$ cat src/rtl/ocf_pkg.sv
// Constants, preset tables and state type for the oscillator frequency configurator.
package ocf_pkg;

  // ----------------------------------------------------------------------
  // Clocking
  // ----------------------------------------------------------------------
  localparam int unsigned SYS_CLK_HZ     = 20_000_000;
  localparam int unsigned SCL_FREQ_HZ    = 97_600;
  localparam int unsigned PHASES_PER_BIT = 4;
  // Rounded down, so the serial clock never runs slower than intended.
  localparam int unsigned QUARTER_CYCLES =
    SYS_CLK_HZ / (SCL_FREQ_HZ * PHASES_PER_BIT);

  // ----------------------------------------------------------------------
  // Oscillator bus address and registers
  // ----------------------------------------------------------------------
  localparam logic [6:0] SLAVE_ADDR      = 7'h00;
  localparam logic       WRITE_FLAG      = 1'b0;
  localparam logic [7:0] ADDR_WRITE      = {SLAVE_ADDR, WRITE_FLAG};
  localparam logic [7:0] REG_DIVIDER     = 8'h07;
  localparam logic [7:0] REG_CONTROL     = 8'h87;
  localparam logic [7:0] REG_FREEZE      = 8'h89;
  localparam int unsigned FREEZE_BIT_POS = 4;
  localparam int unsigned NEWSET_BIT_POS = 6;
  localparam logic [7:0] FREEZE_ON       = 8'(1 << FREEZE_BIT_POS);
  localparam logic [7:0] FREEZE_OFF      = 8'h00;
  localparam logic [7:0] APPLY_NEW_ON    = 8'(1 << NEWSET_BIT_POS);

  // ----------------------------------------------------------------------
  // Byte sequence: four write frames, seventeen bytes in all
  // ----------------------------------------------------------------------
  localparam logic [4:0] IDX_FREEZE_REG  = 5'h01;
  localparam logic [4:0] IDX_FREEZE_VAL  = 5'h02;
  localparam logic [4:0] IDX_DIV_ADDR    = 5'h03;
  localparam logic [4:0] IDX_DIV_REG     = 5'h04;
  localparam logic [4:0] IDX_DATA_FIRST  = 5'h05;
  localparam logic [4:0] IDX_DATA_LAST   = 5'h0A;
  localparam logic [4:0] IDX_THAW_ADDR   = 5'h0B;
  localparam logic [4:0] IDX_THAW_REG    = 5'h0C;
  localparam logic [4:0] IDX_THAW_VAL    = 5'h0D;
  localparam logic [4:0] IDX_APPLY_ADDR  = 5'h0E;
  localparam logic [4:0] IDX_APPLY_REG   = 5'h0F;
  localparam logic [4:0] IDX_APPLY_VAL   = 5'h10;
  localparam logic [4:0] IDX_START       = 5'h00;

  // ----------------------------------------------------------------------
  // Preset tables, indexed by frequency_select (entry 7 leftmost)
  // ----------------------------------------------------------------------
  localparam logic [7:0][2:0] HSDIV_TAB = {
    3'h5, 3'h0, 3'h0, 3'h5, 3'h7, 3'h5, 3'h7, 3'h5};
  localparam logic [7:0][6:0] OUTDIV_TAB = {
    7'h05, 7'h01, 7'h03, 7'h01, 7'h01, 7'h03, 7'h03, 7'h05};
  localparam logic [7:0][37:0] REFMUL_TAB = {
    38'h02F40135A9, 38'h02D1E127AF, 38'h02D1E127AF, 38'h0313814290,
    38'h0302013B65, 38'h0313814290, 38'h0302013B65, 38'h02F40135A9};

  typedef enum logic [2:0] {
    ST_IDLE, ST_START, ST_BIT, ST_ACK, ST_STOP
  } ocf_state_e;

endpackage

$ cat src/rtl/ocf_clock_divider.sv
// Quarter-bit tick generator that paces the serial bus engine.
`timescale 1ns/10ps
`default_nettype none
module ocf_clock_divider #(
  parameter int unsigned DIV = 51
) (
  // Clock and reset
  input  wire logic clk,
  input  wire logic rst_b,
  // Tick out
  output var  logic tick
);

  localparam int unsigned CW = (DIV > 1) ? $clog2(DIV) : 1;
  localparam logic [CW-1:0] LAST = CW'(DIV - 1);

  logic [CW-1:0] count;
  wire           wrap = (count == LAST);

  always_ff @(posedge clk) begin
    if (!rst_b) begin
      count <= '0;
      tick  <= 1'b0;
    end else begin
      count <= wrap ? '0 : count + 1'b1;
      tick  <= wrap;
    end
  end

endmodule
`default_nettype wire

$ cat src/rtl/ocf_config_top.sv
// Serial-bus master that programs a clock oscillator to a preset frequency.
//
// Overview of operation
// - Serial clock comes from dividing the system clock to about 97.6 kHz.
// - Reset is synchronous; low holds the module in reset, high runs.
// - A configuration starts on a rising edge of the request, never on level.
// - Done output is low during configuration and high once it has finished.
// - Three-bit select picks one of seven presets; the eighth falls back.
// - Select value six uses the 644.53125 MHz table entry.
// - Preset values become register bytes, written out over the two-wire bus.
// - Data line is two-way open drain; clock line is driven only here.
// - An initial trigger configures default settings without a user request.
// - Freeze the core, write registers 7 to 12, thaw, then apply setting.
// - Oscillator is addressed at zero, bus rate stays below 400 kbps.
// - Divider and multiplier fields are packed into registers 7 to 12.
`timescale 1ns/10ps
`default_nettype none
module ocf_config_top
  import ocf_pkg::*;
#(
  parameter int unsigned QUARTER_DIV = QUARTER_CYCLES
) (
  // Clock and reset
  input  wire logic       CLK_SYS,
  input  wire logic       RST_B,
  // User control
  input  wire logic       CONFIGURE_REQUEST,
  input  wire logic [2:0] FREQUENCY_SELECT,
  input  wire logic       INITIAL_ENABLE,
  output var  logic       CONFIG_DONE,
  output var  logic       ACK_ERROR,
  // Serial bus
  output var  logic       I2C_SCL,
  input  wire logic       I2C_SDA_IN,
  output var  logic       I2C_SDA_OUT,
  output var  logic       I2C_SDA_OE
);

  // ----------------------------------------------------------------------
  // State
  // ----------------------------------------------------------------------
  ocf_state_e state;
  ocf_state_e next_state;
  logic [1:0] phase;
  logic [1:0] next_phase;
  logic [2:0] bit_idx;
  logic [2:0] next_bit_idx;
  logic [4:0] byte_idx;
  logic [4:0] next_byte_idx;
  logic [2:0] mode;
  logic       request_prev;
  logic       init_pending;
  logic       next_scl;
  logic       next_sda_oe;
  logic       next_done;
  logic       nack_seen;
  logic       tick;
  logic [7:0] cur_byte;

  ocf_clock_divider #(
    .DIV (QUARTER_DIV)
  ) u_divider (
    .clk   (CLK_SYS),
    .rst_b (RST_B),
    .tick  (tick)
  );

  // ----------------------------------------------------------------------
  // Launch decode
  // ----------------------------------------------------------------------
  wire idle       = (state == ST_IDLE);
  wire request_up = CONFIGURE_REQUEST & ~request_prev;
  wire init_go    = init_pending & INITIAL_ENABLE;
  // requests while busy are ignored, so the user must wait for done
  wire launch     = idle & (request_up | init_go);

  // ----------------------------------------------------------------------
  // Register value generator
  // ----------------------------------------------------------------------
  // fixed preset table per mode
  // select value seven repeats the mode zero entry
  // mode six takes the table value
  wire [2:0]  high_speed_divider  = HSDIV_TAB[mode];
  wire [6:0]  out_div = OUTDIV_TAB[mode];
  wire [37:0] ref_mul = REFMUL_TAB[mode];
  wire [7:0]  div_byte0 = {high_speed_divider, out_div[6:2]};
  wire [7:0]  div_byte1 = {out_div[1:0], ref_mul[37:32]};

  // every frame opens with the zero address
  always_comb begin
    cur_byte = 8'h00;
    case (byte_idx)
      IDX_START, IDX_DIV_ADDR,
      IDX_THAW_ADDR, IDX_APPLY_ADDR: cur_byte = ADDR_WRITE;
      IDX_FREEZE_REG, IDX_THAW_REG:  cur_byte = REG_FREEZE;
      IDX_FREEZE_VAL:                cur_byte = FREEZE_ON;
      IDX_DIV_REG:                   cur_byte = REG_DIVIDER;
      IDX_DATA_FIRST:                cur_byte = div_byte0;
      IDX_DATA_FIRST + 5'h01:        cur_byte = div_byte1;
      IDX_DATA_FIRST + 5'h02:        cur_byte = ref_mul[31:24];
      IDX_DATA_FIRST + 5'h03:        cur_byte = ref_mul[23:16];
      IDX_DATA_FIRST + 5'h04:        cur_byte = ref_mul[15:8];
      IDX_DATA_LAST:                 cur_byte = ref_mul[7:0];
      IDX_THAW_VAL:                  cur_byte = FREEZE_OFF;
      IDX_APPLY_REG:                 cur_byte = REG_CONTROL;
      IDX_APPLY_VAL:                 cur_byte = APPLY_NEW_ON;
      default:                       cur_byte = 8'h00;
    endcase
  end

  wire frame_end = (byte_idx == IDX_FREEZE_VAL) |
                   (byte_idx == IDX_DATA_LAST)  |
                   (byte_idx == IDX_THAW_VAL)   |
                   (byte_idx == IDX_APPLY_VAL);
  wire seq_end   = (byte_idx == IDX_APPLY_VAL);
  wire cur_bit   = cur_byte[bit_idx];

  // ----------------------------------------------------------------------
  // Bus engine
  // ----------------------------------------------------------------------
  // Each bit spends four ticks: set data, clock up, hold/sample, clock down.
  // Data therefore changes only while the clock is low, except in the start
  // and stop conditions where that is the point.
  wire last_phase = (phase == 2'h3);
  wire sample_pt  = tick & (phase == 2'h2);

  always_comb begin
    next_state    = state;
    next_phase    = phase;
    next_bit_idx  = bit_idx;
    next_byte_idx = byte_idx;
    next_scl      = I2C_SCL;
    next_sda_oe   = I2C_SDA_OE;
    next_done     = CONFIG_DONE;
    case (state)
      ST_IDLE: begin
        next_scl    = 1'b1;
        next_sda_oe = 1'b0;
        if (launch) begin
          next_state    = ST_START;
          next_phase    = 2'h0;
          next_byte_idx = IDX_START;
          // done drops for the whole run
          next_done     = 1'b0;
        end
      end
      ST_START: begin
        if (tick) begin
          next_phase = phase + 2'h1;
          case (phase)
            2'h0: begin
              next_scl    = 1'b1;
              next_sda_oe = 1'b0;
            end
            2'h1: next_sda_oe = 1'b1;
            2'h2: next_scl    = 1'b0;
            default: begin
              next_state   = ST_BIT;
              next_bit_idx = 3'h7;
            end
          endcase
        end
      end
      ST_BIT: begin
        if (tick) begin
          next_phase = phase + 2'h1;
          case (phase)
            // open drain, drive only to send a zero
            2'h0: next_sda_oe = ~cur_bit;
            2'h1: next_scl    = 1'b1;
            2'h2: next_scl    = 1'b1;
            default: begin
              next_scl = 1'b0;
              if (bit_idx == 3'h0)
                next_state = ST_ACK;
              else
                next_bit_idx = bit_idx - 3'h1;
            end
          endcase
        end
      end
      ST_ACK: begin
        if (tick) begin
          next_phase = phase + 2'h1;
          case (phase)
            2'h0: next_sda_oe = 1'b0;
            2'h1: next_scl    = 1'b1;
            2'h2: next_scl    = 1'b1;
            default: begin
              next_scl = 1'b0;
              if (frame_end) begin
                next_state = ST_STOP;
              end else begin
                next_state    = ST_BIT;
                next_bit_idx  = 3'h7;
                next_byte_idx = byte_idx + 5'h01;
              end
            end
          endcase
        end
      end
      ST_STOP: begin
        if (tick) begin
          next_phase = phase + 2'h1;
          case (phase)
            2'h0: next_sda_oe = 1'b1;
            2'h1: next_scl    = 1'b1;
            2'h2: next_sda_oe = 1'b0;
            default: begin
              if (seq_end) begin
                next_state = ST_IDLE;
                // done rises after the apply frame
                next_done  = 1'b1;
              end else begin
                next_state    = ST_START;
                next_byte_idx = byte_idx + 5'h01;
              end
            end
          endcase
        end
      end
      default: next_state = ST_IDLE;
    endcase
  end

  // acknowledge sampled with the ninth clock high
  assign nack_seen = (state == ST_ACK) & sample_pt & I2C_SDA_IN;

  // ----------------------------------------------------------------------
  // Registers
  // ----------------------------------------------------------------------
  // synchronous active-low reset
  always_ff @(posedge CLK_SYS) begin
    if (!RST_B) begin
      state        <= ST_IDLE;
      phase        <= 2'h0;
      bit_idx      <= 3'h7;
      byte_idx     <= IDX_START;
      I2C_SCL      <= 1'b1;
      I2C_SDA_OE   <= 1'b0;
      CONFIG_DONE  <= 1'b1;
      request_prev <= 1'b1;
    end else begin
      state        <= next_state;
      phase        <= next_phase;
      bit_idx      <= next_bit_idx;
      byte_idx     <= next_byte_idx;
      I2C_SCL      <= next_scl;
      I2C_SDA_OE   <= next_sda_oe;
      CONFIG_DONE  <= next_done;
      request_prev <= CONFIGURE_REQUEST;
    end
  end

  // Mode is latched at launch so a select change mid-run cannot tear a frame.
  // latched mode feeds the byte generator
  always_ff @(posedge CLK_SYS) begin
    if (!RST_B) begin
      mode         <= 3'h0;
      init_pending <= 1'b1;
      ACK_ERROR    <= 1'b0;
      I2C_SDA_OUT  <= 1'b0;
    end else begin
      if (launch)
        mode <= FREQUENCY_SELECT;
      if (launch)
        init_pending <= 1'b0;
      // A missing acknowledge is flagged; the run still completes.
      if (nack_seen)
        ACK_ERROR <= 1'b1;
      else if (launch)
        ACK_ERROR <= 1'b0;
      I2C_SDA_OUT <= 1'b0;
    end
  end

endmodule
`default_nettype wire

$ cat config.mk
export PLATFORM = sky130hd
export DESIGN_NAME = ocf_config_top
export DESIGN_NICKNAME = d
export VERILOG_FILES = /design/src/rtl/ocf_pkg.sv /design/src/rtl/ocf_clock_divider.sv /design/src/rtl/ocf_config_top.sv
export SDC_FILE = /design/constraint.sdc
export NUM_CORES = 1
export LEC_CHECK = 0
export ABC_AREA = 1
export BUFFER_PORTS_ARGS = -buffer_cell sky130_fd_sc_hd__buf_2
export CAP_MARGIN = 20
export CORE_MARGIN = 2
export CORE_UTILIZATION = 40
export CTS_BUF_LIST = sky130_fd_sc_hd__clkbuf_16
export DETAILED_ROUTE_END_ITERATION = 12
export PLACE_DENSITY = 0.54
export SLEW_MARGIN = 40
export SYNTH_ARGS = -nofsm -noshare
export SYNTH_HDL_FRONTEND = slang
export SYNTH_SLANG_ARGS = --single-unit
$ cat constraint.sdc
create_clock -name CLK_SYS -period 2.3 [get_ports CLK_SYS]
set_input_delay 0 -clock CLK_SYS [delete_from_list [all_inputs] [get_ports CLK_SYS]]
set_output_delay 0 -clock CLK_SYS [all_outputs]
set_load 0.01 [all_outputs]
==> impl_metrics.json <==
{
  "final_antenna_net_count": 0,
  "arrival_ps": 2210,
  "fill_cells": 631,
  "vias": 2146,
  "slew_viol_final": 0,
  "cts_tree": "yes",
  "r2r_start": "state[1]",
  "ys_types": 38,
  "startpoint_type": "primary input",
  "wl_per_cell_um": 11.7,
  "ys_ff_latch": 43,
  "crit_path_end_kind": "flip-flop",
  "drc": 0,
  "cts_sinks": 43,
  "min_from": "RST_B",
  "whs_ps": 29.4,
  "cap_violations": 0,
  "dieArea_mm2": 0.00686,
  "yosysMostFrequentCell": "nand2_1",
  "fin_crit_ps": 2040,
  "first_iter_violations": 164,
  "whs_endpoint": "init_pending",
  "syn-num-nets": 383,
  "synth_common_cells": "nand2_1, nor2_1, dfxtp_1",
  "rows": 28,
  "clockBufferDepth": 2,
  "worst_slack_ps": 259,
  "cellPowerDensity_mw_per_mm2": 1010,
  "cp_max_fo": 7,
  "cp.required_ps": 2470,
  "ios": 13,
  "synth-main-ff-cell": "dfxtp_1",
  "place_congestion": 0.865,
  "status": "complete, no violations",
  "timing.rr.end": "high_speed_divider[0]",
  "synthArstFlopShare_pct": 0,
  "synth.top_cell.area_share_pct": 34.7,
  "worstPathCellList": "dlygate4sd3_1, buf_2, inv_1, o21ai_1, nand2_4, inv_2, nor2_1, nor3_2, inv_1, ha_1, nor2_1, inv_1",
  "cts.clk_slew.worst_paths_ps": 60,
  "clock.fmax_mhz": 490,
  "leakagePower_nw": 1.33,
  "cp_slowest_cell": "dlygate4sd3_1",
  "seq_area_frac_synth_pct": 34.7,
  "regArea_um2": 861,
  "synth_area_mm2": 0.00248,
  "antennaDiodeCount": 0,
  "core_mm2": 0.00596,
  "setup_violations": 0,
  "first_pass_iters": 4,
  "pre_cts_ws_ps": 285,
  "peakVddDrop_v": 0.000455,
  "grt_usage_pct": 17.0,
  "cts_buffers": 5,
  "worstRegToRegCells": 11,
  "grt-ovfl-total": 0,
  "areaGrowthSynthToFinish_pct": 13.4,
  "synth_top_area_cell": "dfxtp_1",
  "holdPathStages": 2,
  "antenna_found_initial": 0,
  "rsz0062_at_grt": "false",
  "h-tree-depth": 2,
  "final_nets": 401,
  "yosysWarnings": 0,
  "post_cts_buffers": 0,
  "hold_path.class": "primary input to flip-flop",
  "grt_pass1_vias": 1972,
  "die_w_um": 82.8,
  "worstSkewPairLatency_ps": 280,
  "io_buffer_count": 11,
  "finClkSkew_ps": 6.17,
  "drive_gt1_share_pct": 11.8,
  "syn-instance-count": 355,
  "cp_common_cell": "inv_1",
  "dp_hpwl_um": 4200,
  "synth_edf_count": 0,
  "grt_pass1_wl_um": 8890,
  "slowest_delay_ps": 520,
  "dp_cells": 439,
  "vias_per_cell": 4.78,
  "syn_area_per_cell_um2": 7.00,
  "ys_top_cells_by_area": "dfxtp_1, nand2_1, ha_1",
  "finalNonFillerCells": 449,
  "hold_violations": 0,
  "period_share_pct": 88.8,
  "setup_tns_ps": 0,
  "wl_um": 5270,
  "fp.dieH_um": 82.8,
  "clockRootBuffer": "clkbuf_16",
  "ff2ff_setup_slack_ps": 300,
  "multi_input_area_mm2": 0.00143,
  "grt_max_degree": 15,
  "start_util_pct": 41.7,
  "path_class": "primary input to flip-flop",
  "cts_resized": 0
}
[power breakdown]
group          switching, mW  internal, mW  leakage, nW
sequential             0.112         0.929        0.353
combinational          0.655         0.352        0.892
clock                  0.288         0.512       0.0818
total                   1.06          1.79         1.33
[worst max-delay path by stage]
| stage | to | from | depth (start not counted) | slack (ps) |
|---|---|---|---|---|
| after floorplan | ref_mul[9] | state[0] | 11 | 340 |
| after global placement | bit_idx[1] | byte_idx[0] | 11 | 340 |
| after detailed placement | high_speed_divider[0] | request_prev | 9 | 290 |
| after CTS | high_speed_divider[0] | CONFIGURE_REQUEST | 12 | 220 |
| after global routing | ref_mul[2] | CONFIGURE_REQUEST | 13 | 40 |
| final | high_speed_divider[0] | CONFIGURE_REQUEST | 12 | 260 |
[stage by stage]
stage | area (µm²) | util, % | power, mW
finish | 2820 | 47.3 | 2.85
global route | 2820 | 47.3 | 3.09
CTS | 2820 | 47.3 | 2.88
detailed placement | 2630 | 44.1 | 2.06
global placement | 2630 | 44.1 | 2.08
floorplan | 2480 | - | 1.82
[flip-flops by register name, summed over array words and instances, names as in the netlist]
name and count:
ACK_ERROR 1, I2C_SDA_OE 1, byte_idx 5, u_divider.count 6
phase 2, init_pending 1, request_prev 1, high_speed_divider 1
I2C_SCL 1, mode 3, ref_mul 12, state 3
bit_idx 3, u_divider.tick 1, CONFIG_DONE 1, out_div 1
[kinds of logic (layout without fill, tap and decap cells)]
kind of cell             after synthesis  in the layout  share of synthesized area (%)
AO/OA/AOI/OAI                         50             50                           11.4
XOR/XNOR                               5              5                           1.76
adder cells (fa/ha/maj)               20             20                           10.1
buffers and inverters                 50             69                           7.96
flip-flops                            43             43                           34.7
other                                  1              1                          0.151
AND/OR/NAND/NOR                      186            186                           34.0
[worst max-delay path, delay by kind of cell]
kind,cells,cell delay [ps]
buffers and inverters,6,1000
AND/OR/NAND/NOR,4,580
AO/OA/AOI/OAI,1,300
adder cells (fa/ha/maj),1,340
[cells in the final DEF (no fill, tap or decap), drive strengths merged, types with 4 or more instances in the layout]
| cell type | count |
|---|---|
| dfxtp | 43 |
| nand4 | 6 |
| clkbuf | 5 |
| a21oi | 21 |
| nor2 | 55 |
| o21ai | 19 |
| nand2 | 80 |
| buf | 13 |
| nand3 | 28 |
| xor2 | 4 |
| o31ai | 4 |
| inv | 47 |
| ha | 20 |
| or2 | 6 |
| nor3 | 8 |
[repair_timing]
action,CTS,global route
hold buffers,2,0
endpoints found under the hold margin,2,0
endpoints found under the setup margin,0,0
[cell type report]
cell class              count  area share (%)
clock buffers               5            4.44
clock inverters             3            1.51
inverters                  46            6.31
multi-input cells         262            50.6
flip-flops and latches     43            30.6
well taps                  75            3.33
repair buffers             15            3.20
[per-layer routing]
| metal | GRT usage [%] | part of all wire (%) | up-vias |
|---|---|---|---|
| met5 | 0 | 0 | - |
| met4 | 4.92 | 0.84 | 0 |
| met3 | 2.92 | 2.8 | 4 |
| met2 | 26.7 | 44 | 37 |
| met1 | 23.9 | 52 | 928 |
| li1 | - | - | 1177 |
No activity file was read; power rests on OpenSTA's default activity.
